File: src/spipc_pkg.sv
// Package of register offsets, field positions and reset values for the SPI pin control block
package spipc_pkg;
   // ----------------------------------------------------------------
   // Register map (byte addresses, one aligned word each)
   // ----------------------------------------------------------------
   localparam logic [3:0] SPIPC_CTRL_TWO_OFS = 4'h0; // spi_control_two
   localparam logic [3:0] SPIPC_BIT_RATE_OFS = 4'h4; // spi_bit_rate_select
   localparam logic [3:0] SPIPC_CTRL_ONE_OFS = 4'h8; // Role and select-output choice
   localparam logic [3:0] SPIPC_STATUS_OFS = 4'hc; // Pin-use, wait and clock-run status
   // ----------------------------------------------------------------
   // Field positions
   // ----------------------------------------------------------------
   localparam int SPIPC_FAULT_EN_BIT = 4;
   localparam int SPIPC_SW_OE_BIT = 3;
   localparam int SPIPC_STOP_WAIT_BIT = 1;
   localparam int SPIPC_SW_SEL_BIT = 0;
   localparam int SPIPC_PRESCALE_LSB = 4;
   localparam int SPIPC_RATE_LSB = 0;
   localparam int SPIPC_ROLE_BIT = 0;
   localparam int SPIPC_SEL_OUT_BIT = 1;
   // ----------------------------------------------------------------
   // Reset values and write masks
   // ----------------------------------------------------------------
   localparam logic [7:0] SPIPC_CTRL_TWO_RST = 8'h00;
   localparam logic [7:0] SPIPC_BIT_RATE_RST = 8'h00;
   localparam logic [7:0] SPIPC_CTRL_ONE_RST = 8'h00;
   localparam logic [7:0] SPIPC_CTRL_TWO_MASK = 8'h1b;
   localparam logic [7:0] SPIPC_BIT_RATE_MASK = 8'h77;
   localparam logic [7:0] SPIPC_CTRL_ONE_MASK = 8'h03;
   // ----------------------------------------------------------------
   // Pin-use encodings for the select pin
   // ----------------------------------------------------------------
   typedef enum logic [1:0] {
      SPIPC_SS_SLAVE_IN,
      SPIPC_SS_GPIO,
      SPIPC_SS_FAULT_IN,
      SPIPC_SS_SEL_OUT
   } spipc_ss_use_t;
endpackage

File: src/spipc_top.sv
// SPI pin control and bit-rate generator with a classic Wishbone slave
//
// The implementer's own choices: the Wishbone interface to the registers and the register addresses.
module spipc_top
   import spipc_pkg::*;
(
   // Clock and reset
   input wire logic clk_i,
   input wire logic rst_i,
   // Wishbone slave
   input wire logic cyc_i,
   input wire logic stb_i,
   input wire logic we_i,
   input wire logic [3:0] adr_i,
   input wire logic [3:0] sel_i,
   input wire logic [31:0] dat_i,
   output logic [31:0] dat_o,
   output logic ack_o,
   // Low-power state from the system
   input wire logic wait_mode_i,
   // Select pin request from the shift engine
   input wire logic sel_active_i,
   // Select pin
   input wire logic ss_pin_i,
   output logic ss_pin_o,
   output logic ss_pin_oe_o,
   output logic fault_low_o,
   output logic slave_sel_o,
   // MOSI pin
   input wire logic mosi_pin_i,
   output logic mosi_pin_o,
   output logic mosi_pin_oe_o,
   // MISO pin
   input wire logic miso_pin_i,
   output logic miso_pin_o,
   output logic miso_pin_oe_o,
   // Shift engine data path
   input wire logic tx_bit_i,
   output logic rx_bit_o,
   // Clocking to the shift engine
   output logic bit_tick_o,
   output logic clk_run_o
);
   // ----------------------------------------------------------------
   // State
   // ----------------------------------------------------------------
   typedef struct packed {
      logic [7:0] ctrl_two; // spi_control_two
      logic [7:0] bit_rate; // spi_bit_rate_select
      logic [7:0] ctrl_one; // Role and select-output choice
      logic [31:0] rdata; // Registered read data
      logic ack; // Bus acknowledge
      logic [2:0] pre_cnt; // Prescaler count
      logic pre_tick; // Prescaler output tick
      logic [1:0] ss_sync; // Select pin synchroniser
      logic [1:0] mosi_sync; // MOSI pin synchroniser
      logic [1:0] miso_sync; // MISO pin synchroniser
      logic [1:0] wait_sync; // Wait mode sampling
   } spipc_state_t;
   spipc_state_t state_reg, state_next;
   // Decoded fields
   logic fault_en, sw_oe, stop_wait, sw_sel, master, sel_out_mode;
   logic [2:0] prescale_sel, rate_sel;
   logic [7:0] rate_limit; // Rate divisor minus one
   logic clk_run, div_tick, bus_req;
   spipc_ss_use_t ss_use;
   logic [7:0] status_byte;
   assign fault_en = state_reg.ctrl_two[SPIPC_FAULT_EN_BIT];
   assign sw_oe = state_reg.ctrl_two[SPIPC_SW_OE_BIT];
   assign stop_wait = state_reg.ctrl_two[SPIPC_STOP_WAIT_BIT];
   assign sw_sel = state_reg.ctrl_two[SPIPC_SW_SEL_BIT];
   assign master = state_reg.ctrl_one[SPIPC_ROLE_BIT];
   assign sel_out_mode = state_reg.ctrl_one[SPIPC_SEL_OUT_BIT];
   assign prescale_sel = state_reg.bit_rate[SPIPC_PRESCALE_LSB +: 3];
   assign rate_sel = state_reg.bit_rate[SPIPC_RATE_LSB +: 3];
   // ----------------------------------------------------------------
   // Clock gating in wait mode
   // ----------------------------------------------------------------
   // Clocks stop only when wait is seen and stop-in-wait is set
   assign clk_run = !(state_reg.wait_sync[1] && stop_wait);
   // Rate divisor 2^(n+1) expressed as a limit of 2^(n+1)-1
   always_comb begin
      rate_limit = 8'h01;
      case (rate_sel)
         3'h0: rate_limit = 8'h01;
         3'h1: rate_limit = 8'h03;
         3'h2: rate_limit = 8'h07;
         3'h3: rate_limit = 8'h0f;
         3'h4: rate_limit = 8'h1f;
         3'h5: rate_limit = 8'h3f;
         3'h6: rate_limit = 8'h7f;
         3'h7: rate_limit = 8'hff;
         default: rate_limit = 8'h01;
      endcase
   end
   // ----------------------------------------------------------------
   // Select pin use
   // ----------------------------------------------------------------
   always_comb begin
      if (!master) begin
         ss_use = SPIPC_SS_SLAVE_IN;
      end else if (!fault_en) begin
         ss_use = SPIPC_SS_GPIO;
      end else if (sel_out_mode) begin
         ss_use = SPIPC_SS_SEL_OUT;
      end else begin
         ss_use = SPIPC_SS_FAULT_IN;
      end
   end
   // Select pin driven low only while a master select output is active
   assign ss_pin_oe_o = (ss_use == SPIPC_SS_SEL_OUT);
   assign ss_pin_o = !sel_active_i;
   assign fault_low_o = (ss_use == SPIPC_SS_FAULT_IN) && !state_reg.ss_sync[1];
   assign slave_sel_o = (ss_use == SPIPC_SS_SLAVE_IN) && !state_reg.ss_sync[1];
   // ----------------------------------------------------------------
   // Data pin steering
   // ----------------------------------------------------------------
   always_comb begin
      mosi_pin_oe_o = 1'b0;
      miso_pin_oe_o = 1'b0;
      rx_bit_o = 1'b0;
      if (sw_sel) begin
         // Single shared pin; the output enable decides direction
         if (master) begin
            mosi_pin_oe_o = sw_oe;
            rx_bit_o = state_reg.mosi_sync[1];
         end else begin
            miso_pin_oe_o = sw_oe;
            rx_bit_o = state_reg.miso_sync[1];
         end
      end else begin
         // Separate pins; the output enable bit is not looked at
         if (master) begin
            mosi_pin_oe_o = 1'b1;
            rx_bit_o = state_reg.miso_sync[1];
         end else begin
            // Slave drives MISO only while selected
            miso_pin_oe_o = !state_reg.ss_sync[1];
            rx_bit_o = state_reg.mosi_sync[1];
         end
      end
   end
   assign mosi_pin_o = tx_bit_i;
   assign miso_pin_o = tx_bit_i;
   // Status view of pin use, wait mode and clock run
   assign status_byte = {3'h0, state_reg.wait_sync[1], clk_run, sw_sel, ss_use};
   // ----------------------------------------------------------------
   // Next state: bus, prescaler, synchronisers
   // ----------------------------------------------------------------
   assign bus_req = cyc_i && stb_i && !state_reg.ack;
   always_comb begin
      state_next = state_reg;
      state_next.ack = bus_req;
      state_next.ss_sync = {state_reg.ss_sync[0], ss_pin_i};
      state_next.mosi_sync = {state_reg.mosi_sync[0], mosi_pin_i};
      state_next.miso_sync = {state_reg.miso_sync[0], miso_pin_i};
      state_next.wait_sync = {state_reg.wait_sync[0], wait_mode_i};
      // Prescaler: divide bus clock by field value plus one
      state_next.pre_tick = 1'b0;
      if (clk_run) begin
         if (state_reg.pre_cnt >= prescale_sel) begin
            state_next.pre_cnt = 3'h0;
            state_next.pre_tick = 1'b1;
         end else begin
            state_next.pre_cnt = state_reg.pre_cnt + 3'h1;
         end
      end
      // Register access, never blocked by activity
      if (bus_req && we_i && sel_i[0]) begin
         case (adr_i)
            SPIPC_CTRL_TWO_OFS: state_next.ctrl_two = dat_i[7:0] & SPIPC_CTRL_TWO_MASK;
            SPIPC_BIT_RATE_OFS: state_next.bit_rate = dat_i[7:0] & SPIPC_BIT_RATE_MASK;
            SPIPC_CTRL_ONE_OFS: state_next.ctrl_one = dat_i[7:0] & SPIPC_CTRL_ONE_MASK;
            default: state_next.ctrl_two = state_reg.ctrl_two;
         endcase
      end
      if (bus_req) begin
         case (adr_i)
            SPIPC_CTRL_TWO_OFS: state_next.rdata = {24'h0, state_reg.ctrl_two};
            SPIPC_BIT_RATE_OFS: state_next.rdata = {24'h0, state_reg.bit_rate};
            SPIPC_CTRL_ONE_OFS: state_next.rdata = {24'h0, state_reg.ctrl_one};
            SPIPC_STATUS_OFS: state_next.rdata = {24'h0, status_byte};
            default: state_next.rdata = 32'h0;
         endcase
      end
   end
   // State register
   always_ff @(posedge clk_i) begin
      if (rst_i) begin
         state_reg <= '0;
         state_reg.ctrl_two <= SPIPC_CTRL_TWO_RST;
         state_reg.bit_rate <= SPIPC_BIT_RATE_RST;
         state_reg.ctrl_one <= SPIPC_CTRL_ONE_RST;
         state_reg.ss_sync <= 2'h3;
      end else begin
         state_reg <= state_next;
      end
   end
   // ----------------------------------------------------------------
   // Rate divider after the prescaler
   // ----------------------------------------------------------------
   spipc_divider u_rate (
      .clk_i(clk_i),
      .rst_i(rst_i),
      .tick_i(state_reg.pre_tick && clk_run),
      .limit_i(rate_limit),
      .tick_o(div_tick)
   );
   // Bit tick only offered to a master
   assign bit_tick_o = div_tick && master;
   assign clk_run_o = clk_run;
   assign dat_o = state_reg.rdata;
   assign ack_o = state_reg.ack;
   // ----------------------------------------------------------------
   // Assertions
   // ----------------------------------------------------------------
   slave_sel_in_a: assert property (@(posedge clk_i) disable iff (rst_i)
      !master |-> !ss_pin_oe_o && !fault_low_o)
      else $error("select pin not input in slave role");
   gpio_release_a: assert property (@(posedge clk_i) disable iff (rst_i)
      (master && !fault_en) |-> (ss_use == SPIPC_SS_GPIO) && !ss_pin_oe_o)
      else $error("select pin not released");
   sel_out_a: assert property (@(posedge clk_i) disable iff (rst_i)
      (master && fault_en && sel_out_mode) |-> ss_pin_oe_o && (ss_pin_o == !sel_active_i))
      else $error("select output wrong");
   shared_oe_a: assert property (@(posedge clk_i) disable iff (rst_i)
      (sw_sel && master) |-> (mosi_pin_oe_o == sw_oe) && !miso_pin_oe_o)
      else $error("shared pin enable wrong");
   oe_ignored_a: assert property (@(posedge clk_i) disable iff (rst_i)
      (!sw_sel && master) |-> mosi_pin_oe_o)
      else $error("output enable not ignored");
   wait_stop_a: assert property (@(posedge clk_i) disable iff (rst_i)
      (stop_wait && $past(wait_mode_i, 2) && $past(wait_mode_i)) |-> !clk_run_o)
      else $error("clocks run in wait");
   slave_shared_a: assert property (@(posedge clk_i) disable iff (rst_i)
      (sw_sel && !master) |-> !mosi_pin_oe_o && (rx_bit_o == state_reg.miso_sync[1]))
      else $error("slave shared pin wrong");
   sep_pins_a: assert property (@(posedge clk_i) disable iff (rst_i)
      (!sw_sel && master) |-> (rx_bit_o == state_reg.miso_sync[1]))
      else $error("separate pins wrong");
   // Looks back from the second tick, so a later rate change or stop cannot trip it
   fast_rate_a: assert property (@(posedge clk_i) disable iff (rst_i)
      (master && clk_run && state_reg.bit_rate == 8'h00 && $past(clk_run)
       && $past(state_reg.bit_rate) == 8'h00 && $past(clk_run, 2)
       && $past(state_reg.bit_rate, 2) == 8'h00 && $past(bit_tick_o, 2))
      |-> bit_tick_o && !$past(bit_tick_o))
      else $error("bit tick period not two");
   bus_ack_a: assert property (@(posedge clk_i) disable iff (rst_i)
      (cyc_i && stb_i && !ack_o) |=> ack_o)
      else $error("bus not answered");
endmodule

File: src/spipc_divider.sv
// Divide-by-N counter giving a one-cycle tick every N input ticks
module spipc_divider
   import spipc_pkg::*;
(
   // Clock and reset
   input wire logic clk_i,
   input wire logic rst_i,
   // Count control
   input wire logic tick_i,
   input wire logic [7:0] limit_i,
   // Output tick
   output logic tick_o
);
   typedef struct packed {
      logic [7:0] cnt; // Ticks seen so far
   } spipc_div_state_t;
   spipc_div_state_t state_reg, state_next;
   logic wrap;
   // Wrap when the count meets the limit (divisor minus one)
   always_comb begin
      state_next = state_reg;
      wrap = tick_i && (state_reg.cnt >= limit_i);
      if (wrap) begin
         state_next.cnt = 8'h00;
      end else if (tick_i) begin
         state_next.cnt = state_reg.cnt + 8'h01;
      end
   end
   // State register
   always_ff @(posedge clk_i) begin
      if (rst_i) begin
         state_reg <= '0;
      end else begin
         state_reg <= state_next;
      end
   end
   assign tick_o = wrap;
endmodule

File: config.mk
export PLATFORM = sky130hd
export DESIGN_NAME = spipc_top
export DESIGN_NICKNAME = d
export VERILOG_FILES = /design/src/spipc_pkg.sv /design/src/spipc_top.sv /design/src/spipc_divider.sv
export SDC_FILE = /design/constraint.sdc
export NUM_CORES = 1
export LEC_CHECK = 0
export BUFFER_PORTS_ARGS = -buffer_cell sky130_fd_sc_hd__buf_2
export CAP_MARGIN = 20
export CORE_ASPECT_RATIO = 0.75
export CORE_UTILIZATION = 40
export CTS_CLUSTER_SIZE = 28
export DETAILED_ROUTE_END_ITERATION = 8
export PLACE_DENSITY = 0.71
export SYNTH_ARGS = -nofsm -noshare
export SYNTH_HDL_FRONTEND = slang
export SYNTH_SLANG_ARGS = --single-unit
export TNS_END_PERCENT = 10
File: constraint.sdc
create_clock -name clk_i -period 3.2 [get_ports clk_i]
set_input_delay 0.48 -clock clk_i [delete_from_list [all_inputs] [get_ports clk_i]]
set_output_delay 0.48 -clock clk_i [all_outputs]
set_load 0.02 [all_outputs]
==> flow_summary.yaml, run 1 <==
placement:
  io_buffers: 38
  dpl_cell_area_mm2: 0.00250
  routabilityCongestion: 0.788
  hpwl_um: 3130
  dpl_worst_slack_ns: 0.949
  dp_cells: 358
route:
  first_iter_violations: 119
  drc_errors: 0
  wl_um: 4260
  detail_route.wl_per_cell_um: 11.6
  vias_per_cell: 4.71
  drtPass1Iterations: 4
  antenna_left: 0
  vias: 1724
outcome:
  status: "finished clean"
floorplanning:
  start_util: 0.417
  die_y_um: 69.5
  die_area_mm2: 0.00639
  pin_count: 95
  die_w_um: 92.0
  row_count: 24
  coreArea_mm2: 0.00583
finish:
  area_delta_synth_final_pct: 7.89
  register_area_um2: 941
  final_area_mm2: 0.00262
  fin_nets: 350
  antenna_cells: 0
  drive_gt1_frac: 0.201
  multi_input_area_mm2: 0.00120
  largest_register_ffs: 11
  fin_cells: 366
  fillers: 572
worst_setup_path:
  arrival_ns: 2.03
  cp-start-kind: "flop"
  slowest_delay_ns: 0.53
  cp_top_family: "compound AO/OA/AOI/OAI gates"
  r2r_end: "rate_limit[1]$_SDFF_PP1_"
  path_cells: "ha_1 > a21o_1 > nand3_1 > a211oi_2 > o21a_1 > buf_2"
  r2r_slack_ns: 1.26
  path_depth: 6
  crit_path_max_fanout: 9
  cp_slowest_cell: "a211oi_2"
  end_kind: "output port"
  crit_type: "reg2out"
  rr_worst_depth: 4
  cp.required_ns: 2.72
  r2r_start: "ack_o$_SDFF_PP0_"
  cp_num_buf_inv: 1
min_path:
  min_from: "ss_pin_i"
  hold_class: "in2reg"
  hold_path_depth: 2
  min_to: "state_next[7]$_SDFF_PP1_"
yosys:
  ys.warnings.count: 0
  synth_area_mm2: 0.00243
  yosysMostFrequentCell: "dfxtp_1"
  netlist.area_leader.share: 0.388
  synth_area_leader_cell: "dfxtp_1"
  synth_async_sr_flop_share: 0
  synth_edf_count: 0
  ys_seq_area_frac: 0.388
  ys_top_cells_by_count: "dfxtp_1, buf_4, inv_1, nor2_1, nor2b_1"
  syn_area_per_cell_um2: 9.34
  synth.area.top_cells: "dfxtp_1, buf_4, ha_1, mux2i_1, nor2b_1"
  ys_ff_latch: 47
  synth_cell_type_count: 42
  synth_cells: 260
  dominantRegCellSynth: "dfxtp_1"
grt:
  track_usage: 0.142
  grt_pass1_wl_um: 7070
  grt_pass1_vias: 1528
  grt_remaining_overflow: 0
  grt_max_degree: 44
  grt_antenna_before_repair: 0
pwr:
  power_frac_clock: 0.394
  switching_power_uw: 279
  leakage_nw: 1.19
  pwr_density_cell_mw_per_mm2: 443
  seq_power_share: 0.518
  peakVddDrop_mv: 0.231
  pwr-share-comb: 0.088
  p_int_uw: 880
  swShare: 0.241
sta:
  period_minus_slack_ns: 2.51
  maxSlewViolCount: 0
  hold_violations: 0
  worst_pin_slew_ns: 0.750
  period_share: 0.783
  maxSlewHeadroom: 0.500
  layout_setup_ws_ns: 0.695
  rsz0062_at_grt: "false"
  fin_setup_tns_ns: 0
  fmax_mhz: 399
  fin_skew_ns: 0.00689
  setup_viol: 0
cts:
  tritoncts: "yes"
  clock-root-buffer: "clkbuf_8"
  clk_latency_ns: 0.30
  post_cts_buffers: 0
  clk_pin_slew_ns: 0.09
  cts_buffers: 5
  cts.hold.buffers_added: 0
  cts_sinks: 47
  post_cts_resized: 0
  htree_levels: 2
  clock_path_buffers: 2
run:
  maxCapViolCount: 0
-- layout make-up --
type | instances | area share
timing repair buffer | 39 | 0.0755
clock buffer | 6 | 0.0315
clock inverter | 2 | 0.0134
tap | 78 | 0.0373
inverter | 16 | 0.0229
sequential | 47 | 0.359
multi-input combinational | 178 | 0.460
-- worst max path at each step --
| stage | start | endpoint | slack (ns) |
|---|---|---|---|
| 2_1_floorplan | rate_limit[1]$_SDFF_PP1_ | bit_tick_o | 1.27 |
| 3_3_place_gp | adr_i[2] | rate_limit[1]$_SDFF_PP1_ | 0.97 |
| 3_5_place_dp | adr_i[2] | rate_limit[1]$_SDFF_PP1_ | 0.95 |
| 4_1_cts | u_rate.state_reg[1]$_SDFFE_PP0P_ | bit_tick_o | 0.67 |
| 5_1_grt | u_rate.state_reg[1]$_SDFFE_PP0P_ | bit_tick_o | 0.48 |
| 6_report | u_rate.state_reg[1]$_SDFFE_PP0P_ | bit_tick_o | 0.69 |
-- stage by stage --
stage,hold slack (ns),power (mW),util
floorplan,0.389,0.717,-
global placement,0.393,0.715,0.429
detailed placement,0.394,0.716,0.429
CTS,0.345,1.16,0.450
global route,0.354,1.20,0.450
finish,0.348,1.16,0.450
-- metal layers --
layer | GRT usage | part of all wire | wire length, µm
met1 | 0.207 | 0.54 | 2300
met2 | 0.192 | 0.38 | 1640
met3 | 0.0395 | 0.061 | 261
met4 | 0.0625 | 0.015 | 65
met5 | 0 | 0 | 0
-- cells in the final DEF (no fill, tap or decap), types with 12 or more instances in the layout --
master / netlist / layout
dfxtp_1: 47 / 47
ha_1: 12 / 12
nand2_1: 14 / 14
nor2_1: 16 / 16
nor2b_1: 15 / 15
inv_1: 16 / 16
buf_2: 0 / 38
conb_1: 1 / 25
mux2i_1: 13 / 13
-- power by group through the flow --
stage	combinational (mW)	clock (mW)	sequential [mW]
floorplan	0.104	0	0.613
global placement	0.101	0	0.614
detailed placement	0.102	0	0.614
CTS	0.102	0.461	0.601
global route	0.113	0.487	0.602
finish	0.102	0.456	0.600
-- cells by family (layout without fill, tap and decap cells) --
family / count (synthesis) / after routing / share of synthesized area
AO/OA/AOI/OAI: 25 / 25 / 0.0711
XOR/XNOR: 10 / 10 / 0.0361
adder cells (fa/ha/maj): 12 / 12 / 0.0619
buffers and inverters: 59 / 63 / 0.153
flip-flops: 47 / 47 / 0.388
multiplexers: 18 / 18 / 0.0835
other: 1 / 25 / 0.00154
AND/OR/NAND/NOR: 88 / 88 / 0.205
(Power assumes the default switching activity.)
==> run 2: changes to the inputs <==
--- a/config.mk
+++ b/config.mk
@@ -5,13 +5,14 @@
 export SDC_FILE = /design/constraint.sdc
 export NUM_CORES = 1
 export LEC_CHECK = 0
+export ABC_AREA = 1
 export BUFFER_PORTS_ARGS = -buffer_cell sky130_fd_sc_hd__buf_2
 export CAP_MARGIN = 20
 export CORE_ASPECT_RATIO = 0.75
 export CORE_UTILIZATION = 40
 export CTS_CLUSTER_SIZE = 28
 export DETAILED_ROUTE_END_ITERATION = 8
-export PLACE_DENSITY = 0.71
+export PLACE_DENSITY = 0.72
 export SYNTH_ARGS = -nofsm -noshare
 export SYNTH_HDL_FRONTEND = slang
 export SYNTH_SLANG_ARGS = --single-unit
==> constraint.sdc (replaced) <==
create_clock -name clk_i -period 2.3 [get_ports clk_i]
set_input_delay 0.345 -clock clk_i [delete_from_list [all_inputs] [get_ports clk_i]]
set_output_delay 0.345 -clock clk_i [all_outputs]
set_load 0.02 [all_outputs]
==> run 2 against run 1 <==
Power up 47%. Global-route usage up 0.58 points. Non-clock buffer count is 1 lower. Critical path depth rose by 3. Clock power rose by 54%. Worst hold slack got worse by 0.12 ns. Sequential share of layout area down 2.7 points. Final cell count is 22% higher. Setup slack got worse by 0.33 ns. Combinational power up 62%. Cell area is 8.1% higher. Register-to-register slack worse by 0.43 ns.
==> flow_summary.yaml, run 2 <==
route:
  wl_um: 4680
  vias_per_cell: 4.51
  vias: 2007
  drc_errors: 0
  drtPass1Iterations: 5
  first_iter_violations: 100
  detail_route.wl_per_cell_um: 10.5
  antenna_left: 0
grt:
  grt_remaining_overflow: 0
  grt_pass1_wl_um: 8050
  grt_max_degree: 20
  grt_antenna_before_repair: 0
  track_usage: 0.148
  grt_pass1_vias: 1854
cts:
  clk_pin_slew_ns: 0.09
  tritoncts: "yes"
  clock-root-buffer: "clkbuf_8"
  cts_sinks: 47
  clock_path_buffers: 2
  post_cts_buffers: 0
  htree_levels: 2
  cts.hold.buffers_added: 0
  clk_latency_ns: 0.29
  post_cts_resized: 0
  cts_buffers: 5
pwr:
  swShare: 0.234
  peakVddDrop_mv: 0.282
  switching_power_uw: 399
  pwr_density_cell_mw_per_mm2: 603
  pwr-share-comb: 0.097
  total_power_mw: 1.71
  power_frac_clock: 0.413
  leakage_nw: 1.40
  p_int_mw: 1.31
  seq_power_share: 0.491
min_path:
  min_to: "state_next[7]$_SDFF_PP1_"
  hold_class: "in2reg"
  min_from: "ss_pin_i"
  hold_path_depth: 2
yosys:
  yosysMostFrequentCell: "nand2_1"
  synth.area.top_cells: "dfxtp_1, buf_4, nand2_1, inv_1, ha_1"
  synth_area_leader_cell: "dfxtp_1"
  synth_xor_area_frac: 0.0203
  synth-compound-area-share: 0.0811
  syn_area_per_cell_um2: 7.76
  yosys.area_share.simple: 0.287
  ys_top_cells_by_count: "nand2_1, inv_1, dfxtp_1"
  ys_seq_area_frac: 0.363
  muxShareOfSynthArea: 0.00435
  ys.warnings.count: 0
  synth_top_family_by_area: "simple AND/OR/NAND/NOR gates"
  dominantRegCellSynth: "dfxtp_1"
  synth_fa_ha_area_frac: 0.0579
  netlist.area_leader.share: 0.363
  synth_cell_type_count: 35
  synth_edf_count: 0
  synth_cells: 334
  synth_async_sr_flop_share: 0
  ys_ff_latch: 47
  synth_area_mm2: 0.00259
sta:
  period_minus_slack_ns: 1.94
  layout_setup_ws_ns: 0.361
  period_share: 0.843
  maxSlewViolCount: 0
  setup_viol: 0
  rsz0062_at_grt: "false"
  fmax_mhz: 516
  fin_skew_ns: 0.00515
  hold_violations: 0
  fin_setup_tns_ns: 0
placement:
  routabilityCongestion: 0.910
  dpl_worst_slack_ns: 0.667
  io_buffers: 38
  hpwl_um: 3640
finish:
  multi_input_area_mm2: 0.00126
  register_area_um2: 941
  area_delta_synth_final_pct: 9.22
  layout.cells.most_common: "nand2_1"
  largest_register_ffs: 11
  final_util: 0.469
  antenna_cells: 0
  drive_gt1_frac: 0.215
  fillers: 605
  final_cell_mix: "nand2_1, inv_1, dfxtp_1"
  fin_nets: 429
outcome:
  status: "finished clean"
floorplanning:
  die_area_mm2: 0.00681
  die_w_um: 94.9
  die_y_um: 71.7
  pin_count: 95
  start_util: 0.429
  row_count: 24
  coreArea_mm2: 0.00604
worst_setup_path:
  crit_path_max_fanout: 2
  r2r_slack_ns: 0.83
  end_kind: "output port"
  r2r_start: "u_rate.state_reg[2]$_SDFFE_PP0P_"
  r2r_end: "u_rate.state_reg[4]$_SDFFE_PP0P_"
  crit_type: "reg2out"
  cp.required_ns: 1.96
  arrival_ns: 1.59
  rr_worst_depth: 10
  cp-start-kind: "flop"
run:
  maxCapViolCount: 0
run 2: changes by cell type after synthesis, sizes merged, moves of 6 or more:
cell / change
a21oi: +14
and3: -6
inv: +35
mux2i: -15
nand2: +57
nand3: +19
nor2: +19
nor2b: -15
nor4: -8
o21ai: +7
run 2: how the worst max path moves through the flow:
stage                                     startpoint          to  slack, ns
floorplan                   rate_limit[7]$_SDFF_PN0_  bit_tick_o       0.76
global placement    u_rate.state_reg[2]$_SDFFE_PP0P_  bit_tick_o       0.68
detailed placement  u_rate.state_reg[1]$_SDFFE_PP0P_  bit_tick_o       0.67
CTS                         rate_limit[7]$_SDFF_PN0_  bit_tick_o       0.32
global route                rate_limit[7]$_SDFF_PN0_  bit_tick_o       0.14
finish                      rate_limit[7]$_SDFF_PN0_  bit_tick_o       0.36
run 2: per-stage QoR:
| step | std cells | hold WS, ns | cell area, µm² |
|---|---|---|---|
| 6_report | 445 | 0.229 | 2830 |
| 4_1_cts | 445 | 0.221 | 2830 |
| 2_1_floorplan | 358 | 0.388 | 2680 |
| 3_3_place_gp | 437 | 0.390 | 2700 |
| 3_5_place_dp | 437 | 0.395 | 2700 |
| 5_1_grt | 445 | 0.224 | 2830 |
run 2: logic make-up (layout without fill, tap and decap cells):
kind of cell | after synthesis | after routing
compound gates | 39 | 39
xor+xnor | 6 | 6
fa+ha+maj | 12 | 12
buf+inv | 89 | 98
flops | 47 | 47
mux | 1 | 1
other cells | 1 | 25
simple gates | 139 | 139
run 2: layout make-up:
cell class,count,area share
clock buffer,6,0.0256
inverter,52,0.0734
timing repair buffer,38,0.0672
clock inverter,2,0.0212
tap,78,0.0345
multi-input combinational,222,0.446
sequential,47,0.332
run 2: layer usage:
metal	track usage	vias to the layer above	share of wire
li1	-	1050	-
met1	0.200	907	0.53
met2	0.237	45	0.43
met3	0.0244	5	0.038
met4	0.0505	0	0.0096
met5	0	-	0
run 2: worst max-delay path: stages, from the launching register on:
cell	delay [ns]
dfxtp_1	0.32
inv_1	0.04
ha_1	0.29
nand2_1	0.08
a21oi_1	0.12
nor2_1	0.05
nand2_1	0.06
nand2_1	0.06
nor2_1	0.10
buf_2	0.17
run 2: power by group through the flow:
stage,clock (mW),combinational (mW),sequential [mW]
floorplan,0,0.161,0.856
global placement,0,0.162,0.857
detailed placement,0,0.165,0.857
CTS,0.730,0.165,0.838
global route,0.765,0.189,0.841
finish,0.704,0.165,0.838
